[src/rtl/rso_pkg.sv]
// Constants shared by the remote status output block.
// Assumes a 32-bit plain register port with byte addresses.
package rso_pkg;

  // ************************************************************
  // Widths
  // ************************************************************
  localparam int ADDR_W = 8;
  localparam int DATA_W = 32;
  localparam int PROG_W = 6;
  localparam int FAULT_W = 14;
  localparam int AREA_W = 15;
  localparam int SEL_W = 5;
  localparam int MAX_ROBOTS = 16;

  // ************************************************************
  // Register byte offsets
  // ************************************************************
  localparam logic [ADDR_W-1:0] REG_STATUS = 8'h00;
  localparam logic [ADDR_W-1:0] REG_PROG = 8'h04;
  localparam logic [ADDR_W-1:0] REG_FAULT = 8'h08;
  localparam logic [ADDR_W-1:0] REG_SELECT = 8'h0C;
  localparam logic [ADDR_W-1:0] REG_AREA = 8'h10;

  // ************************************************************
  // Status word bit positions
  // ************************************************************
  localparam int BIT_READY = 0;
  localparam int BIT_RUN = 1;
  localparam int BIT_PAUSE = 2;
  localparam int BIT_ERROR = 3;
  localparam int BIT_GUARD = 5;
  localparam int BIT_CRIT = 6;
  localparam int BIT_WARN = 7;
  localparam int BIT_ESTOP_OFF = 8;
  localparam int BIT_ESTOP_ON = 9;
  localparam int BIT_MOTORS = 10;
  localparam int BIT_HOME = 11;
  localparam int BIT_POWER = 12;
  localparam int BIT_CAL = 13;
  localparam int BIT_REC_REQ = 14;
  localparam int BIT_REC_RUN = 15;
  localparam int BIT_HOST = 16;
  localparam int BIT_CMD_RUN = 17;
  localparam int BIT_CMD_REJ = 18;
  localparam int BIT_AUTO = 19;
  localparam int BIT_TEACH = 20;
  localparam int BIT_TEST = 21;
  localparam int BIT_ENABLE = 22;

  // ************************************************************
  // Reset values
  // ************************************************************
  localparam logic [SEL_W-1:0] SEL_ALL = 5'h00;
  localparam logic [DATA_W-1:0] READ_ZERO = 32'h00000000;

endpackage : rso_pkg

[src/rtl/rso_sync.sv]
// Two-flop synchroniser for a group of pin inputs.
// Assumes the inputs are asynchronous to clk.
`timescale 1ns/1ps
module rso_sync #(
  parameter int W = 1
) (
  // Clock and reset
  input wire logic clk,
  input wire logic rst_n,
  // Data
  input wire logic [W-1:0] d,
  output logic [W-1:0] q
);

  logic [W-1:0] meta_r;

  // ************************************************************
  // One pair of flops per bit
  // ************************************************************
  // First stage feeds only the second
  for (genvar i = 0; i < W; i++) begin : g_bit
    always_ff @(posedge clk) begin
      if (!rst_n) begin
        meta_r[i] <= 1'b0;
        q[i] <= 1'b0;
      end else begin
        meta_r[i] <= d[i];
        q[i] <= meta_r[i];
      end
    end
  end

endmodule : rso_sync

[src/rtl/rso_status.sv]
// Remote status output generator: controller state to master lines.
// Assumes controller state inputs are on clk; master pins are not.
`timescale 1ns/1ps
module rso_status #(
  parameter int NUM_ROBOTS = 16
) (
  // Clock and reset
  input wire logic clk,
  input wire logic rst_n,
  // Register port
  input wire logic [rso_pkg::ADDR_W-1:0] reg_addr,
  input wire logic [rso_pkg::DATA_W-1:0] reg_wdata,
  input wire logic reg_wr,
  input wire logic reg_rd,
  output logic [rso_pkg::DATA_W-1:0] reg_rdata,
  // Controller state
  input wire logic startup_done,
  input wire logic task_running,
  input wire logic task_paused,
  input wire logic error_event,
  input wire logic critical_event,
  input wire logic [rso_pkg::FAULT_W-1:0] fault_code,
  input wire logic warning_active,
  input wire logic estop_active,
  input wire logic guard_open,
  input wire logic host_waiting,
  input wire logic command_busy,
  input wire logic command_start_event,
  input wire logic command_reject_event,
  input wire logic main_start_event,
  input wire logic [rso_pkg::PROG_W-1:0] main_number,
  input wire logic remote_accept,
  input wire logic teach_active,
  input wire logic test_active,
  input wire logic enable_switch,
  input wire logic [rso_pkg::AREA_W-1:0] area_inside,
  // Per-robot state
  input wire logic [NUM_ROBOTS-1:0] robot_motors_on,
  input wire logic [NUM_ROBOTS-1:0] robot_at_home,
  input wire logic [NUM_ROBOTS-1:0] robot_high_power,
  input wire logic [NUM_ROBOTS-1:0] robot_cal_needed,
  input wire logic [NUM_ROBOTS-1:0] robot_recover_wait,
  input wire logic [NUM_ROBOTS-1:0] robot_recovering,
  // Master pins
  input wire logic remote_reset_pin,
  input wire logic robot_select_pin,
  input wire logic [rso_pkg::SEL_W-1:0] robot_selection_bits,
  // Status outputs
  output logic ready_flag,
  output logic running_flag,
  output logic paused_flag,
  output logic error_flag,
  output logic emergency_stop_active,
  output logic guard_open_flag,
  output logic critical_fault_flag,
  output logic warning_flag,
  output logic emergency_stop_inactive,
  output logic motors_energised_flag,
  output logic home_position_flag,
  output logic high_power_flag,
  output logic calibration_required_flag,
  output logic recovery_required_flag,
  output logic recovery_in_progress_flag,
  output logic waiting_for_host_flag,
  output logic command_executing_flag,
  output logic command_rejected_flag,
  output logic [rso_pkg::PROG_W-1:0] program_number_bits,
  output logic automatic_mode_flag,
  output logic teach_mode_flag,
  output logic test_mode_flag,
  output logic enable_switch_flag,
  output logic [rso_pkg::FAULT_W-1:0] fault_number_bits,
  output logic [rso_pkg::AREA_W-1:0] approach_area_flags
);
  import rso_pkg::*;

  if (NUM_ROBOTS < 1 || NUM_ROBOTS > MAX_ROBOTS) begin : g_bad_robots
    $error("NUM_ROBOTS must lie between 1 and 16");
  end

  // ************************************************************
  // Master pin synchronisers
  // ************************************************************
  logic reset_sync;
  logic select_sync;
  logic [SEL_W-1:0] sel_bits_sync;
  logic reset_prev_r;
  logic select_prev_r;
  logic clear_pulse;
  logic select_pulse;
  logic [SEL_W-1:0] robot_sel_r;

  rso_sync #(.W(SEL_W + 2)) u_pin_sync (
    .clk(clk),
    .rst_n(rst_n),
    .d({remote_reset_pin, robot_select_pin, robot_selection_bits}),
    .q({reset_sync, select_sync, sel_bits_sync})
  );

  always_ff @(posedge clk) begin
    if (!rst_n) begin
      reset_prev_r <= 1'b0;
      select_prev_r <= 1'b0;
    end else begin
      reset_prev_r <= reset_sync;
      select_prev_r <= select_sync;
    end
  end

  // Rising edges only, so a held pin acts once
  assign clear_pulse = reset_sync & ~reset_prev_r;
  assign select_pulse = select_sync & ~select_prev_r;

  // ************************************************************
  // Robot selection
  // ************************************************************
  always_ff @(posedge clk) begin
    if (!rst_n) begin
      robot_sel_r <= SEL_ALL;
    end else if (select_pulse) begin
      robot_sel_r <= sel_bits_sync;
    end else if (reg_wr && reg_addr == REG_SELECT) begin
      robot_sel_r <= reg_wdata[SEL_W-1:0];
    end
  end

  // All-robots view: any robot for on-style flags, every robot for home
  function automatic logic pick(input logic [NUM_ROBOTS-1:0] vec,
                                input logic [SEL_W-1:0] sel,
                                input logic need_all);
    logic res;
    res = 1'b0;
    if (sel == SEL_ALL) begin
      res = need_all ? &vec : |vec;
    end else if (int'(sel) <= NUM_ROBOTS) begin
      res = vec[int'(sel) - 1];
    end
    return res;
  endfunction : pick

  // ************************************************************
  // Task and safety flags
  // ************************************************************
  // Plain level tracking, refreshed every cycle without software help
  always_ff @(posedge clk) begin
    if (!rst_n) begin
      ready_flag <= 1'b0;
      running_flag <= 1'b0;
      paused_flag <= 1'b0;
      emergency_stop_active <= 1'b0;
      emergency_stop_inactive <= 1'b0;
      guard_open_flag <= 1'b0;
      warning_flag <= 1'b0;
    end else begin
      ready_flag <= startup_done & ~task_running;
      running_flag <= task_running & ~task_paused;
      paused_flag <= task_paused;
      emergency_stop_active <= estop_active;
      emergency_stop_inactive <= ~estop_active;
      guard_open_flag <= guard_open;
      warning_flag <= warning_active;
    end
  end

  // ************************************************************
  // Latched faults
  // ************************************************************
  // A new fault in the clearing cycle wins over the clear
  always_ff @(posedge clk) begin
    if (!rst_n) begin
      error_flag <= 1'b0;
    end else if (error_event) begin
      error_flag <= 1'b1;
    end else if (clear_pulse) begin
      error_flag <= 1'b0;
    end
  end

  // Only a controller restart (rst_n) clears this one
  always_ff @(posedge clk) begin
    if (!rst_n) begin
      critical_fault_flag <= 1'b0;
    end else if (critical_event) begin
      critical_fault_flag <= 1'b1;
    end
  end

  // Number stays while a critical fault blocks recovery
  always_ff @(posedge clk) begin
    if (!rst_n) begin
      fault_number_bits <= '0;
    end else if (error_event || critical_event) begin
      fault_number_bits <= fault_code;
    end else if (clear_pulse && !critical_fault_flag) begin
      fault_number_bits <= '0;
    end
  end

  // ************************************************************
  // Robot flags
  // ************************************************************
  always_ff @(posedge clk) begin
    if (!rst_n) begin
      motors_energised_flag <= 1'b0;
      home_position_flag <= 1'b0;
      high_power_flag <= 1'b0;
      calibration_required_flag <= 1'b0;
      recovery_required_flag <= 1'b0;
      recovery_in_progress_flag <= 1'b0;
    end else begin
      motors_energised_flag <= pick(robot_motors_on, robot_sel_r, 1'b0);
      home_position_flag <= pick(robot_at_home, robot_sel_r, 1'b1);
      high_power_flag <= pick(robot_high_power, robot_sel_r, 1'b0);
      calibration_required_flag <= pick(robot_cal_needed, robot_sel_r, 1'b0);
      recovery_required_flag <= |robot_recover_wait;
      recovery_in_progress_flag <= |robot_recovering;
    end
  end

  // ************************************************************
  // Command handshake and modes
  // ************************************************************
  always_ff @(posedge clk) begin
    if (!rst_n) begin
      waiting_for_host_flag <= 1'b0;
      command_executing_flag <= 1'b0;
      automatic_mode_flag <= 1'b0;
      teach_mode_flag <= 1'b0;
      test_mode_flag <= 1'b0;
      enable_switch_flag <= 1'b0;
      approach_area_flags <= '0;
    end else begin
      waiting_for_host_flag <= host_waiting;
      command_executing_flag <= command_busy;
      automatic_mode_flag <= remote_accept;
      teach_mode_flag <= teach_active;
      // Teach wins so the two never show together
      test_mode_flag <= test_active & ~teach_active;
      enable_switch_flag <= enable_switch;
      approach_area_flags <= area_inside;
    end
  end

  // Rejection stays until the next command is taken
  always_ff @(posedge clk) begin
    if (!rst_n) begin
      command_rejected_flag <= 1'b0;
    end else if (command_reject_event) begin
      command_rejected_flag <= 1'b1;
    end else if (command_start_event) begin
      command_rejected_flag <= 1'b0;
    end
  end

  // Holds the last number after the function ends
  always_ff @(posedge clk) begin
    if (!rst_n) begin
      program_number_bits <= '0;
    end else if (main_start_event) begin
      program_number_bits <= main_number;
    end
  end

  // ************************************************************
  // Register read port
  // ************************************************************
  logic [DATA_W-1:0] status_word;

  always_comb begin
    status_word = READ_ZERO;
    status_word[BIT_READY] = ready_flag;
    status_word[BIT_RUN] = running_flag;
    status_word[BIT_PAUSE] = paused_flag;
    status_word[BIT_ERROR] = error_flag;
    status_word[BIT_GUARD] = guard_open_flag;
    status_word[BIT_CRIT] = critical_fault_flag;
    status_word[BIT_WARN] = warning_flag;
    status_word[BIT_ESTOP_OFF] = emergency_stop_inactive;
    status_word[BIT_ESTOP_ON] = emergency_stop_active;
    status_word[BIT_MOTORS] = motors_energised_flag;
    status_word[BIT_HOME] = home_position_flag;
    status_word[BIT_POWER] = high_power_flag;
    status_word[BIT_CAL] = calibration_required_flag;
    status_word[BIT_REC_REQ] = recovery_required_flag;
    status_word[BIT_REC_RUN] = recovery_in_progress_flag;
    status_word[BIT_HOST] = waiting_for_host_flag;
    status_word[BIT_CMD_RUN] = command_executing_flag;
    status_word[BIT_CMD_REJ] = command_rejected_flag;
    status_word[BIT_AUTO] = automatic_mode_flag;
    status_word[BIT_TEACH] = teach_mode_flag;
    status_word[BIT_TEST] = test_mode_flag;
    status_word[BIT_ENABLE] = enable_switch_flag;
  end

  // Data only in the cycle after the strobe; unmapped reads give zero
  always_ff @(posedge clk) begin
    if (!rst_n) begin
      reg_rdata <= READ_ZERO;
    end else if (!reg_rd) begin
      reg_rdata <= READ_ZERO;
    end else if (reg_addr == REG_STATUS) begin
      reg_rdata <= status_word;
    end else if (reg_addr == REG_PROG) begin
      reg_rdata <= {{(DATA_W - PROG_W){1'b0}}, program_number_bits};
    end else if (reg_addr == REG_FAULT) begin
      reg_rdata <= {{(DATA_W - FAULT_W){1'b0}}, fault_number_bits};
    end else if (reg_addr == REG_SELECT) begin
      reg_rdata <= {{(DATA_W - SEL_W){1'b0}}, robot_sel_r};
    end else if (reg_addr == REG_AREA) begin
      reg_rdata <= {{(DATA_W - AREA_W){1'b0}}, approach_area_flags};
    end else begin
      reg_rdata <= READ_ZERO;
    end
  end
endmodule : rso_status

[config.mk]
export PLATFORM = sky130hd
export DESIGN_NAME = rso_status
export DESIGN_NICKNAME = d
export VERILOG_FILES = /design/src/rtl/rso_pkg.sv /design/src/rtl/rso_sync.sv /design/src/rtl/rso_status.sv
export SDC_FILE = /design/constraint.sdc
export NUM_CORES = 1
export LEC_CHECK = 0
export ABC_AREA = 1
export BUFFER_PORTS_ARGS = -buffer_cell sky130_fd_sc_hd__buf_4
export CORE_MARGIN = 2
export CORE_UTILIZATION = 35
export CTS_BUF_LIST = sky130_fd_sc_hd__clkbuf_16
export DETAILED_ROUTE_END_ITERATION = 10
export MAX_ROUTING_LAYER = met4
export PLACE_DENSITY = 0.65
export SLEW_MARGIN = 20
export SYNTH_ARGS = -nofsm -noshare
export SYNTH_HDL_FRONTEND = slang
export SYNTH_SLANG_ARGS = --single-unit
[constraint.sdc]
create_clock -name clk -period 4.4 [get_ports clk]
set_clock_uncertainty 0.05 [all_clocks]
set_input_delay 0.88 -clock clk [delete_from_list [all_inputs] [get_ports clk]]
set_output_delay 0.88 -clock clk [all_outputs]
set_load 0.05 [all_outputs]
==> After elaboration in Yosys (flattened, before gate mapping) <==
Cells that the tools add are included.
{ "op_classes": {"add_sub_neg": 1, "n_mul": 0, "n_div": 0, "n_lt_le_gt_ge": 2, "eq_ne": 4, "shifts": 0, "n_mux": 33, "bitwise": 13, "n_reduce_logical": 19} }
{ "op_table": {"columns": ["operator", "count"], "rows": [
  ["$reduce_or 16->1", 5],
  ["$mux 15", 4],
  ["$mux 14", 2],
  ["$mux 23", 1],
  ["$mux 1", 20],
  ["$bmux 1 s4", 4],
  ["$eq 8x4->1 const B", 2],
  ["$reduce_and 16->1", 1],
  ["$mux 5", 2],
  ["$eq 8x3->1 const B", 1],
  ["$eq 8x5->1 const B", 1],
  ["$logic_not 8->1", 1],
  ["$not 1->1", 8],
  ["$reduce_bool 2->1", 4],
  ["$lt 6x6->1 const B", 1],
  ["$reduce_or 6->1", 1],
  ["$sub 5x1->6 const B", 1],
  ["$and 1x1->1", 5],
  ["$le 5x5->1 const B", 1],
  ["$logic_not 5->1", 1],
  ["$reduce_or 3->1", 1],
  ["$logic_and 1x1->1", 2],
  ["$reduce_and 2->1", 1],
  ["$logic_not 1->1", 1],
  ["$logic_or 1x1->1", 1]
]} }
{ "word_totals": {"register_bits": 110, "latchBits": 0, "mem_bits_rw": 0, "romBits": 0, "out_inout_bits": 89, "elab_cells": 117, "mem_count": 0} }

==> Longest topological paths before layout <==
Gate-level depths: netlist of the first run.
{ "depth": {"depth_word": 6, "mapped_depth": 12, "mapped_depth_nobuf": 10} }

==> Modules after synthesis <==
From an unflattened synthesis of the first run, not the netlist that was laid out.
{ "unflattened": {"hier_cells": 653, "area_unflattened_um2": 4636.9} }
{ "by_module_without_submodules": {"columns": ["mod", "n_inst", "cells_each", "area_each_um2"], "rows": [
  ["rso_status", 1, 610, 4240.3],
  ["rso_sync", 1, 43, 396.6]
]} }

==> Least setup slack after synthesis of the first run <==
Ideal clock, no wire load.
{ "synth_path": {"path_type": "register -> register", "startpoint": "register robot_sel_r[0]", "endpoint": "register home_position_flag", "t_arrival_ns": 1.780, "t_required_ns": 4.218, "setup_slack_ns": 2.438, "path_stages_with_launch": 13, "period_less_slack_ns": 1.962, "path_cell_list": "dfxtp_1 > buf_2 > inv_2 > buf_2 > ha_1 > buf_2 > inv_1 > buf_2 > nand3_1 > nand3_1 > nand3_1 > nand3_1 > a21oi_1"} }
{ "synth_via": {"elab_chain_cells": 6, "word_cells_on_any_way": 8, "cone_classes": "add/sub (1); order compare (1); mux (5); reduce/logical (1)"} }
{ "synth_lines": {"columns": ["element", "line_no", "text"], "rows": [
  ["from (decl)", "rso_status.sv:91", "logic [SEL_W-1:0] robot_sel_r;"],
  ["from (signal assigned)", "rso_status.sv:121", "robot_sel_r <= sel_bits_sync;"],
  ["from (signal assigned)", "rso_status.sv:123", "robot_sel_r <= reg_wdata[SEL_W-1:0];"],
  ["$sub 5x1->6", "rso_status.sv:136", "res = vec[int'(sel) - 1];"],
  ["$bmux 1 s4", "rso_status.sv:136", null],
  ["$mux 1 (not written as such) (2 in series)", "rso_status.sv:136", null],
  ["$mux 1", "rso_status.sv:135", "end else if (int'(sel) <= NUM_ROBOTS) begin"],
  ["$mux 1 (*)", "rso_status.sv:133", "if (sel == SEL_ALL) begin"],
  ["to (signal assigned)", "rso_status.sv:212", "home_position_flag <= pick(robot_at_home, robot_sel_r, 1'b1);"],
  ["to (decl)", "rso_status.sv:59", "output logic home_position_flag,"]
]} }
Mark *: on every way between the ends. The rest lies on a longest branch, timed or not. The select of a mux whose other input is x is not followed.
A chain may end at the register's enable or synchronous reset.

==> Worst setup path in the final report of the first run <==
{ "layout_path": {"startpoint": "register robot_sel_r[0]", "endpoint": "register calibration_required_flag"} }
{ "layout_via": {"elab_chain_cells": 6, "word_cells_on_any_way": 8, "cone_classes": "add/sub (1); order compare (1); mux (5); reduce/logical (1)"} }
{ "layout_lines": {"columns": ["element", "line_no", "text"], "rows": [
  ["$sub 5x1->6", "rso_status.sv:136", null],
  ["$bmux 1 s4", "rso_status.sv:136", null],
  ["$mux 1 (not written as such) (2 in series)", "rso_status.sv:136", null],
  ["$mux 1", "rso_status.sv:135", null],
  ["$mux 1 (*)", "rso_status.sv:133", null],
  ["to (signal assigned)", "rso_status.sv:214", "calibration_required_flag <= pick(robot_cal_needed, robot_sel_r, 1'b0);"],
  ["to (decl)", "rso_status.sv:61", "output logic calibration_required_flag,"]
]} }
Marks and branches as above.

==> results of run 1 <==
-- metrics by stage --
stage | instances | instance area [um2] | util, % | worst slack (ns)
5_1_grt | 1097 | 6937 | 52.80 | 1.386
3_5_place_dp | 1081 | 6624 | 50.42 | 1.535
3_3_place_gp | 1081 | 6624 | 50.42 | 1.594
4_1_cts | 1097 | 6937 | 52.80 | 1.641
6_report | 1097 | 6937 | 52.80 | 1.619
2_1_floorplan | 686 | 4687 | - | 2.438
-- final cells by class --
class                           count  area [um2]  area share, %
Multi-Input combinational cell    464        2155          31.06
Sequential cell                   101        2022          29.15
Timing Repair Buffer              253        1899          27.38
Inverter                           87       327.8          4.726
Clock buffer                        9       225.2          3.247
Tap cell                          176       220.2          3.175
Clock inverter                      7       87.58          1.263
-- synthesized netlist by cell type, types with 2 or more instances --
master | n | area (um2)
nor4_1 | 14 | 87.58
or2_2 | 7 | 43.79
ha_1 | 2 | 25.02
o21ai_1 | 5 | 25.02
dfxtp_1 | 101 | 2022
inv_1 | 82 | 307.8
nand3_4 | 2 | 35.03
buf_2 | 8 | 40.04
nor2_1 | 66 | 247.7
mux2_2 | 5 | 56.30
clkbuf_1 | 15 | 56.30
buf_4 | 10 | 75.07
nand3b_1 | 3 | 22.52
a21oi_1 | 30 | 150.1
and3_1 | 2 | 12.51
nor3_1 | 3 | 15.01
nand2_1 | 180 | 675.7
nand2_2 | 2 | 12.51
nand3_1 | 93 | 465.5
nand4_1 | 8 | 50.05
o21ai_0 | 28 | 140.1
inv_2 | 3 | 11.26
-- power breakdown --
group	leakage (nW)	internal (mW)	total, mW	switching [mW]
Clock	0.149	0.495	0.836	0.341
Combinational	2.67	0.202	0.513	0.312
Sequential	0.833	0.957	0.982	0.0252
Total	3.65	1.65	2.33	0.678
-- state kept, by name (all words and copies together) (netlist names), 5 cells and up --
register,count
reg_rdata,23
approach_area_flags,15
u_pin_sync.q,7
program_number_bits,6
fault_number_bits,14
u_pin_sync.meta_r,7
robot_sel_r,5
-- routing by layer --
layer  vias up  part of all wire (%)
met1      2240                    46
met2       177                    46
met5         -                     0
li1       2619                     -
met4         0                   1.6
met3        19                   6.2
-- worst min path at each step --
stage | depth (start not counted) | to | slack [ns]
floorplan | 2 | u_pin_sync.q[0] | 0.34
global placement | 2 | u_pin_sync.q[4] | 0.34
detailed placement | 2 | u_pin_sync.q[2] | 0.35
CTS | 2 | u_pin_sync.q[2] | 0.36
global route | 2 | u_pin_sync.q[2] | 0.37
finish | 2 | u_pin_sync.q[0] | 0.36
-- worst reg2reg max path, stage by stage, from the launching register on --
cell	delay [ns]
dfxtp_1	0.30
buf_4	0.24
inv_2	0.51
ha_1	0.35
buf_4	0.20
inv_1	0.42
nand3_1	0.16
nand3_1	0.12
nand3_1	0.11
nand3_1	0.10
a21oi_1	0.06
-- kinds of logic after synthesis --
| group | after synthesis | synth area share [%] |
|---|---|---|
| simple gates | 384 | 36.83 |
| buf+inv | 121 | 10.96 |
| flops | 101 | 43.42 |
| compound gates | 64 | 6.958 |
| mux | 5 | 1.209 |
| fa+ha+maj | 2 | 0.5373 |
| other cells | 1 | 0.08052 |
==> results.txt, run 1 <==
----------------------------------------------------
[Setup path]
  Beginning of the worst register-to-register path ... robot_sel_r[0]
  Critical path peak fanout ... 38
  Setup crit start kind ... flop
  Worst Path Arrival ... roughly 2.9 ns
  Crit path kind ... reg -> reg
  Slowest cell on crit path ... inv_2
  Setup slack of the worst register-to-register path ... around 1.6 ns
  Buf/Inv on CP ... 4
  Most frequent cell on the critical path ... nand3_1
  Gate family responsible for the most delay along the worst path ... buffers and inverters
  Critical path startpoint ... robot_sel_r[0]
  R2r worst-path depth ... 10
  Slowest Stage Delay on Critical Path ... 0.51 ns
  Required time of the critical path ... about 4.5 ns
  Critical path cell sequence ... buf_4 > inv_2 > ha_1 > buf_4 > inv_1 > nand3_1 > nand3_1 > nand3_1 > nand3_1 > a21oi_1
  Reg-to-reg critical path endpoint ... calibration_required_flag
  Number of gates on the worst path with buffers counted ... 10
  Worst setup EP type ... flop
  Crit path to ... calibration_required_flag

[Drt]
  DRC violation count after routing ... 0
  Antenna viol nets, final ... 0
  Vias per Instance ... around 4.6
  Via Count ... 5055
  Number of DRC markers after the initial detailed-route iteration ... slightly below 400
  WL per Instance ... between 10 and 15 um
  Initial DRT Pass Iterations ... 5
  WL final ... roughly 15000 um

[Clock tree]
  Post-CTS Resized ... 0
  Buffers inserted during post-CTS setup optimization ... 0
  CTS max path bufs ... 2
  Root buf cell ... clkbuf_16
  Clock-pin slew on the worst setup and hold paths ... 0.07 ns
  Number of buffers created by CTS ... 9
  Quantity of hold-fixing buffers added after cts ... 0
  Clk sink count ... ~100
  Clock insertion delay at the later pin of the skew report ... between 0.3 and 0.4 ns
  Clock tree from TritonCTS ... built
  CTS H-Tree Depth ... 3

[Logic synthesis]
  Gate Count Post-Synth ... 678
  Distinct cell type count after synthesis ... 31
  Most frequently used flop master after synthesis ... dfxtp_1
  Async set-or-reset flop fraction in the synthesized netlist ... 0%
  Number of synthesized flops with an enable pin ... 0
  Synthesized flop and latch total ... approximately 100
  Sequential fraction of the synthesis area ... between 40% and 50%
  Netlist Area Pre-Place ... roughly 4700 um2
  Yosys Warn Count ... 0
  Synthesized area per cell ... between 6 and 7 um2

[GRT]
  Combined global-route utilization of all metal layers ... between 20% and 30%
  M2 GR Usage ... ~34%
  Met3 Track Usage GR ... approximately 5%
  First-pass GRT wire length ... about 23000 um
  Met1 routing resource usage after global routing ... approximately 28%
  Pin count of the biggest net entering global routing ... 57
  Initial antenna violation count ... 0
  Via count of the first global-routing pass ... ~4800
  GRT Max-Usage Layer ... met2
  Aggregate global routing overflow ... 0

[Pwr]
  Leakage power ... approximately 3.7 nW
  Pwr per Cell Area ... ~340 nW/um2
  Total power consumption of the routed design ... between 2 and 2.5 mW
  Maximum resistive drop on vdd ... 247.0 uV

[Timing]
  Final worst hold slack ... 0.3608 ns
  RSZ-0062 raised after global routing ... false
  Time the final worst path needs with I/O delays and setup ... 2.781 ns
  Transition at the pin with the smallest max-transition slack ... 0.9970 ns
  Final period utilization ... about 63%
  Setup tns final ... 0 ns
  Final number of hold-violating endpoints ... 0
  Relative max-transition margin ... approximately 33%
  Fin. max-slew vios ... 0
  Final number of setup-violating endpoints ... 0
  Upper clock frequency limit ... 0.3596 GHz

[Layout]
  Number of filler instances in the final layout ... around 1300
  Synth-to-Final Area Change ... 48.95%
  Final-stage net count ... between 1000 and 1500
  ANT cells ... 0
  Most frequent cells in the layout ... buf_4, nand2_1, dfxtp_1
  Leading cell type in the layout, fill and taps excluded ... buf_4
  Fraction of layout cells with a size suffix above 1 ... 31.60%

[Die]
  Std-Cell Rows ... 42
  # IOs ... ~290
  Floorplan die width ... 119.4 um
  Floorplan die height ... 119.4 um
  Initial core utilization ... roughly 35%
  DIE AREA ... ~14000 um2
  Core Region ... between 10000 and 15000 um2

[Min path]
  Startpoint of the worst hold path ... u_pin_sync.meta_r[0]
  Class of the tightest hold or removal check ... reg -> reg

[Place]
  IO buf count ... between 200 and 300
  Gp weighted congestion ... between 0.8 and 0.9
  Half-perimeter wire length of the detailed placement result ... roughly 12000 um

[Job]
  Max cap viols ... 0

[Status]
  Outcome ... finished, final reports clean

----------------------------------------------------
Note: power is estimated with default switching activity, not from simulation.
==> run 2, diff against run 1 <==
PLACE_DENSITY = 0.68   (was 0.65)
clock period = 2.5 ns   (was 4.4 ns; I/O delays follow)
==> run 2 against run 1 <==
Net effect:
- fmax up 44%
- largest cell class unchanged
- sequential power up 76%
- combinational power is 76% higher
- non-clock buffer count grew 6
- core utilization grew 0.36 points
- critical endpoint unchanged
- critical path type unchanged
- cell area rose by 0.69%
- largest power group unchanged
- sequential cell count is the same
- critical path depth stayed put
==> results.txt, run 2 (synthesis gave the netlist of run 1 again) <==
----------------------------------------------------
[Setup path]
  Critical path cell sequence ... inv_1 > ha_1 > inv_1 > nand2_1 > nand2_1 > inv_1 > nand3_1 > nand3_1 > nand3_1 > a21oi_1
  Buf/Inv on CP ... 3 (-1)
  Critical path peak fanout ... 9 (-76%)
  R2r worst-path depth ... 10 (unchanged)
  Number of gates on the worst path with buffers counted ... 10 (unchanged)
  Setup crit start kind ... flop
  Worst Path Arrival ... 2.16 ns (-0.75 ns)
  Gate family responsible for the most delay along the worst path ... simple AND/OR/NAND/NOR gates
  Crit path kind ... reg -> reg
  Required time of the critical path ... 2.72 ns (-1.81 ns)
  Critical path startpoint ... robot_sel_r[1]
  Slowest Stage Delay on Critical Path ... 0.35 ns (-0.16 ns)
  Slowest cell on crit path ... inv_1
  Worst setup EP type ... flop
  Beginning of the worst register-to-register path ... robot_sel_r[1]

[Timing]
  Final number of hold-violating endpoints ... 0 (unchanged)
  Final number of setup-violating endpoints ... 0 (unchanged)
  Transition at the pin with the smallest max-transition slack ... 0.7147 ns (-0.2824 ns)
  Relative max-transition margin ... 51.85% (+19 points)
  Fin. max-slew vios ... 0 (unchanged)
  RSZ-0062 raised after global routing ... false
  Setup tns final ... 0 ns (unchanged)
  Upper clock frequency limit ... 0.5162 GHz (+44%)
  Time the final worst path needs with I/O delays and setup ... 1.937 ns (-0.8439 ns)
  Final period utilization ... 77.49% (+14 points)
  Final worst hold slack ... 0.2653 ns (-0.09543 ns)

[Clock tree]
  Root buf cell ... clkbuf_16
  Buffers inserted during post-CTS setup optimization ... 0 (unchanged)
  Post-CTS Resized ... 0 (unchanged)
  Clock tree from TritonCTS ... built
  Clock insertion delay at the later pin of the skew report ... 0.34 ns (about the same)
  Number of buffers created by CTS ... 9 (unchanged)
  CTS H-Tree Depth ... 3 (unchanged)
  Quantity of hold-fixing buffers added after cts ... 0 (unchanged)
  Clk sink count ... 101 (unchanged)
  Clock-pin slew on the worst setup and hold paths ... 0.07 ns (about the same)
  CTS max path bufs ... 2 (unchanged)

[GRT]
  Pin count of the biggest net entering global routing ... 38 (-33%)
  Via count of the first global-routing pass ... 4606 (-3.0%)
  Met1 routing resource usage after global routing ... 26.78% (-1.0 points)
  Met3 Track Usage GR ... 4.646% (-0.43 points)
  M2 GR Usage ... 31.90% (-1.8 points)
  GRT Max-Usage Layer ... met2
  First-pass GRT wire length ... 22690 um (-3.1%)
  Initial antenna violation count ... 0 (unchanged)
  Aggregate global routing overflow ... 0 (unchanged)
  Combined global-route utilization of all metal layers ... 20.39% (-0.93 points)

[Drt]
  Vias per Instance ... 4.558 (-1.1%)
  Via Count ... 5028 (-0.53%)
  Initial DRT Pass Iterations ... 4 (-1)
  Antenna viol nets, final ... 0 (unchanged)
  WL per Instance ... 13.24 um (-3.2%)
  WL final ... 14600 um (-2.7%)
  Number of DRC markers after the initial detailed-route iteration ... 297 (-23%)
  DRC violation count after routing ... 0 (unchanged)

[Pwr]
  Relative contribution of the clock network to total power ... 35.9% (about the same)
  Internal power ... 2.918 mW (+77%)
  Leakage power ... 3.697 nW (+1.2%)
  Pwr per Cell Area ... 588.4 nW/um2 (+75%)
  Sequential share of power ... 42.1% (about the same)
  Net switching share of the total power ... 28.98% (-0.10 points)
  Relative contribution of combinational cells to total power ... 22.0% (about the same)
  Total power consumption of the routed design ... 4.109 mW (+76%)
  Sw Pwr ... 1.191 mW (+76%)
  Maximum resistive drop on vdd ... 456.8 uV (+85%)

[Place]
  Half-perimeter wire length of the detailed placement result ... 11470 um (-0.57%)
  IO buf count ... 251 (unchanged)
  Gp weighted congestion ... 0.8408 (-0.28%)

[Layout]
  Most frequent cells in the layout ... buf_4, nand2_1, dfxtp_1
  Registers with the most flip-flops ... reg_rdata x23, approach_area_flags x15, fault_number_bits x14
  Synth-to-Final Area Change ... 49.97%
  Most flop-heavy register ... reg_rdata
  ANT cells ... 0 (unchanged)
  Leading cell type in the layout, fill and taps excluded ... buf_4
  Flip-flop count of the largest register after layout ... 23 (unchanged)
  Final-stage net count ... 1123 (+0.54%)
  Fraction of layout cells with a size suffix above 1 ... 32.15% (+0.55 points)

[Die]
  Core Region ... 13140 um2 (unchanged)
  DIE AREA ... 14240 um2 (unchanged)
  Std-Cell Rows ... 42 (unchanged)
  Initial core utilization ... 35.45% (unchanged)
  # IOs ... 288 (unchanged)
  Floorplan die height ... 119.4 um (unchanged)
  Floorplan die width ... 119.4 um (unchanged)

[Min path]
  Class of the tightest hold or removal check ... in -> reg
  Startpoint of the worst hold path ... task_running
  Number of cells on the worst hold path ... 2 (unchanged)

[Status]
  Outcome ... finished, final reports clean

[Job]
  Max cap viols ... 0 (unchanged)

----------------------------------------------------
[run 2: changes by cell type in the layout (fill, tap and decap cells not counted), sizes merged]
cell      delta
buf          +6
clkinv       -2
clkinvlp     -1
inv          +3
[run 2: area by class of cell]
class / count / area [um2]
clock buffers: 9 / 225.2
multi-input cells: 464 / 2155
flip-flops and latches: 101 / 2022
clock inverters: 7 / 90.09
fillers: 1316 / 6153
well taps: 176 / 220.2
inverters: 87 / 327.8
repair buffers: 259 / 1944
[run 2: power by group through the flow]
stage	clock network, mW	logic, mW	registers (mW)
2_1_floorplan	0	0.319	1.96
3_3_place_gp	0	0.897	1.77
3_5_place_dp	0	0.904	1.77
4_1_cts	1.51	0.906	1.73
5_1_grt	1.58	0.975	1.74
6_report	1.48	0.903	1.73
[run 2: final timing paths]
kind,endpoint,slack [ns]
worst min-delay path,ready_flag,0.27
worst max register to register,calibration_required_flag,0.56
worst min register to register,u_pin_sync.q[0],0.36
worst max-delay path,calibration_required_flag,0.56
[run 2: through the flow]
step / cell area [um2] / utilization (%) / cells / setup slack (ns)
after floorplan: 4687 / - / 686 / 0.5375
after global placement: 6669 / 50.76 / 1087 / 0.6138
after detailed placement: 6669 / 50.76 / 1087 / 0.5509
after CTS: 6984 / 53.16 / 1103 / 0.5848
after global routing: 6984 / 53.16 / 1103 / 0.3606
final: 6984 / 53.16 / 1103 / 0.5628
[run 2: worst reg2reg max path: stages, from the launching register on]
cell     delay [ns]
dfxtp_1        0.31
inv_1          0.14
ha_1           0.20
inv_1          0.04
nand2_1        0.06
nand2_1        0.26
inv_1          0.35
nand3_1        0.12
nand3_1        0.13
nand3_1        0.09
a21oi_1        0.11
[run 2: routing by layer]
metal  wire length, um  share of wire [%]
met1              6721                 46
met2              6738                 46
met3               884                6.1
met4               259                1.8
met5                 0                  0
==> run 3, diff against run 2 <==
ABC_AREA = 0   (was 1)
PLACE_DENSITY = 0.69   (was 0.68)
clock period = 1.58 ns   (was 2.5 ns; I/O delays follow)
==> run 3 against run 2 <==
Net effect:
- critical path depth shrank 2
- power grew 57%
- cell count shrank 18%
- routed wire length shrank 1.4%
- the flow now finishes with violations (negative setup slack)
- register-to-register slack lost 0.89 ns
- synthesized cell count shrank 36%
==> results.txt, run 3 <==
----------------------------------------------------
[Drt]
  DRC violation count after routing ... 0 (unchanged)
  Antenna viol nets, final ... 0 (unchanged)
  WL per Instance ... 15.89 um (+20%)
  WL final ... 14390 um (-1.4%)
  Vias per Instance ... 4.882 (+7.1%)
  Via Count ... 4423 (-12%)
  Number of DRC markers after the initial detailed-route iteration ... 227 (-24%)
  Initial DRT Pass Iterations ... 4 (unchanged)

[Clock tree]
  Clk sink count ... 101 (unchanged)
  Clock tree from TritonCTS ... built
  Clock-pin slew on the worst setup and hold paths ... 0.07 ns (about the same)
  Quantity of hold-fixing buffers added after cts ... 0 (unchanged)
  Number of buffers created by CTS ... 9 (unchanged)
  CTS H-Tree Depth ... 3 (unchanged)
  Root buf cell ... clkbuf_16
  Clock insertion delay at the later pin of the skew report ... 0.35 ns (about the same)
  CTS max path bufs ... 2 (unchanged)

[Logic synthesis]
  Gate Count Post-Synth ... 436 (-36%)
  Distinct cell type count after synthesis ... 50 (+61%)
  Largest cells by area after synthesis ... dfxtp_1, mux2i_1, and2_1, a22oi_1, mux4_1
  Yosys Warn Count ... 0 (unchanged)
  Sequential fraction of the synthesis area ... 45.25% (+1.8 points)
  Most frequently used flop master after synthesis ... dfxtp_1
  Count leader, synth ... dfxtp_1
  Synthesized flop and latch total ... 101 (unchanged)
  Synthesized area per cell ... 10.25 um2 (+49%)
  Share of the synthesized area in the top cell type ... 45.25% (+1.8 points)
  Most area-hungry cell type in the Yosys netlist ... dfxtp_1
  Netlist Area Pre-Place ... 4468 um2 (-4.1%)
  Async set-or-reset flop fraction in the synthesized netlist ... 0% (unchanged)
  Most frequent cells after synthesis ... dfxtp_1, and2_1, mux2i_1
  Number of synthesized flops with an enable pin ... 0 (unchanged)

[Layout]
  Leading cell type in the layout, fill and taps excluded ... buf_4
  Number of filler instances in the final layout ... 1146 (-13%)
  Final Core Density ... 57.93% (+4.8 points)
  Multi-input gate area ... 2265 um2 (+5.1%)
  Registers with the most flip-flops ... reg_rdata x23, approach_area_flags x15, fault_number_bits x14
  Most flop-heavy register ... reg_rdata
  Fraction of layout cells with a size suffix above 1 ... 48.50% (+16 points)
  Sequential Area ... 2027 um2 (+0.25%)
  Flip-flop count of the largest register after layout ... 23 (unchanged)
  Synth-to-Final Area Change ... 62.28%
  Finished layout cell area ... 7251 um2 (+3.8%)
  ANT cells ... 0 (unchanged)
  Final-stage net count ... 930 (-17%)
  Most frequent cells in the layout ... buf_4, dfxtp_1, and2_1

[GRT]
  Pin count of the biggest net entering global routing ... 27 (-29%)
  Combined global-route utilization of all metal layers ... 20.89% (+0.50 points)
  Aggregate global routing overflow ... 0 (unchanged)
  First-pass GRT wire length ... 21420 um (-5.6%)
  Initial antenna violation count ... 0 (unchanged)
  Via count of the first global-routing pass ... 4312 (-6.4%)

[Pwr]
  Maximum resistive drop on vdd ... 715.9 uV (+57%)
  Leakage power ... 3.336 nW (-9.8%)
  Pwr per Cell Area ... 889.0 nW/um2 (+51%)
  Total power consumption of the routed design ... 6.446 mW (+57%)

[Timing]
  Upper clock frequency limit ... 0.5242 GHz (+1.6%)
  Final number of setup-violating endpoints ... 4 (+4)
  Final worst hold slack ... 0.07057 ns (-0.1948 ns)
  Time the final worst path needs with I/O delays and setup ... 1.908 ns (-0.02957 ns)
  Final number of hold-violating endpoints ... 0 (unchanged)
  Fin. max-slew vios ... 0 (unchanged)
  Post-layout worst setup margin ... -0.3276 ns (-0.8904 ns)
  RSZ-0062 raised after global routing ... true
  Final period utilization ... 120.7% (+43 points)

[Min path]
  Startpoint of the worst hold path ... estop_active
  Number of cells on the worst hold path ... 2 (unchanged)
  Class of the tightest hold or removal check ... in -> reg
  Endpoint of the worst hold-timing path ... emergency_stop_inactive

[Status]
  Violated checks ... negative setup slack
  Outcome ... complete, but fails checks

[Setup path]
  R2r worst-path depth ... 8 (-2)
  Worst setup EP type ... flop
  Critical path cell sequence ... inv_6 > ha_4 > xor2_4 > buf_12 > buf_4 > mux2i_1 > mux4_2 > o211ai_2
  Crit path kind ... reg -> reg
  Setup slack of the worst register-to-register path ... -0.33 ns (-0.89 ns)
  Critical path startpoint ... robot_sel_r[0]
  Setup crit start kind ... flop
  Slowest cell on crit path ... mux4_2
  Beginning of the worst register-to-register path ... robot_sel_r[0]
  Critical path peak fanout ... 10 (+1)
  Reg-to-reg critical path endpoint ... motors_energised_flag
  Worst Path Arrival ... 2.13 ns (-0.03 ns)
  Required time of the critical path ... 1.81 ns (-0.91 ns)
  Slowest Stage Delay on Critical Path ... 0.48 ns (+0.13 ns)

[Place]
  IO buf count ... 251 (unchanged)
  Placed cell area ... 6892 um2 (+3.3%)
  Gp weighted congestion ... 0.8399 (-0.11%)
  Half-perimeter wire length of the detailed placement result ... 11660 um (+1.6%)
  Minimum setup slack after placement ... -0.3514 ns (-0.9024 ns)

[Die]
  Floorplan die width ... 117.0 um (-2.0%)
  DIE AREA ... 13690 um2 (-3.9%)
  Std-Cell Rows ... 41 (-2.4%)
  Core Region ... 12520 um2 (-4.7%)
  # IOs ... 288 (unchanged)
  Floorplan die height ... 117.0 um (-2.0%)
  Initial core utilization ... 35.70% (+0.25 points)

[Job]
  Max cap viols ... 0 (unchanged)

----------------------------------------------------
[run 3: cell count changes after synthesis, sizes merged, moves of 28 or more]
cell and delta:
and2 +49, inv -76, mux2i +43, nand2 -168, nand3 -94, nor2 -31, o21ai -28
[run 3: report_power, final]
part | internal (mW) | total [mW] | switching [mW]
clock | 1.07 | 2.07 | 0.992
sequential | 2.66 | 2.74 | 0.0811
combinational | 0.799 | 1.64 | 0.836
[run 3: cell type report]
| cell class | count | share of cell area (%) |
|---|---|---|
| Timing Repair Buffer | 311 | 33.51 |
| Multi-Input combinational cell | 297 | 31.23 |
| Sequential cell | 101 | 27.96 |
| Clock buffer | 9 | 3.106 |
| Tap cell | 172 | 2.968 |
| Clock inverter | 7 | 0.6903 |
| Inverter | 9 | 0.5349 |
[run 3: kinds of logic (layout without fill, tap and decap cells)]
| kind of cell | count (synthesis) | after routing | synth area share (%) |
|---|---|---|---|
| mux | 53 | 53 | 14.93 |
| fa+ha+maj | 2 | 2 | 0.5600 |
| simple gates | 160 | 160 | 20.50 |
| flops | 101 | 101 | 45.25 |
| xor+xnor | 3 | 3 | 1.008 |
| other cells | 1 | 9 | 0.08393 |
| buf+inv | 46 | 336 | 5.657 |
| compound gates | 70 | 70 | 12.01 |
[run 3: timing repair]
item	4_1_cts	5_1_grt
pin swaps	0	4
hold endpoints to repair	0	0
gates resized for setup	3	6
setup endpoints to repair	4	19
cloned	0	0
setup buffers	1	6
[run 3: how the worst max path moves through the flow]
stage | depth (start not counted) | endpoint | slack [ns]
2_1_floorplan | 7 | home_position_flag | -0.52
3_3_place_gp | 6 | home_position_flag | -0.31
3_5_place_dp | 7 | high_power_flag | -0.35
4_1_cts | 7 | high_power_flag | -0.32
5_1_grt | 8 | motors_energised_flag | -0.39
6_report | 8 | motors_energised_flag | -0.33
[run 3: layer usage]
metal | up-vias | routed length, um | share of wire [%] | track usage (%)
li1 | 2166 | - | - | -
met1 | 2100 | 6032 | 42 | 25.43
met2 | 142 | 7468 | 52 | 35.53
met3 | 15 | 699 | 4.9 | 4.016
met4 | 0 | 191 | 1.3 | 5.725
met5 | - | 0 | 0 | -
[run 3: stage by stage]
stage | TNS, ns | instances
after CTS | -1.241 | 900
final | -1.172 | 906
after global placement | -7.080 | 883
after detailed placement | -7.400 | 883
after global routing | -1.554 | 906
after floorplan | -2.647 | 444
[run 3: worst max-delay path, delay by kind of cell (launching register included)]
family	cells	cell delay, ns
mux	2	0.59
flops	1	0.37
buf+inv	3	0.32
xor+xnor	1	0.19
fa+ha+maj	1	0.16
compound gates	1	0.14
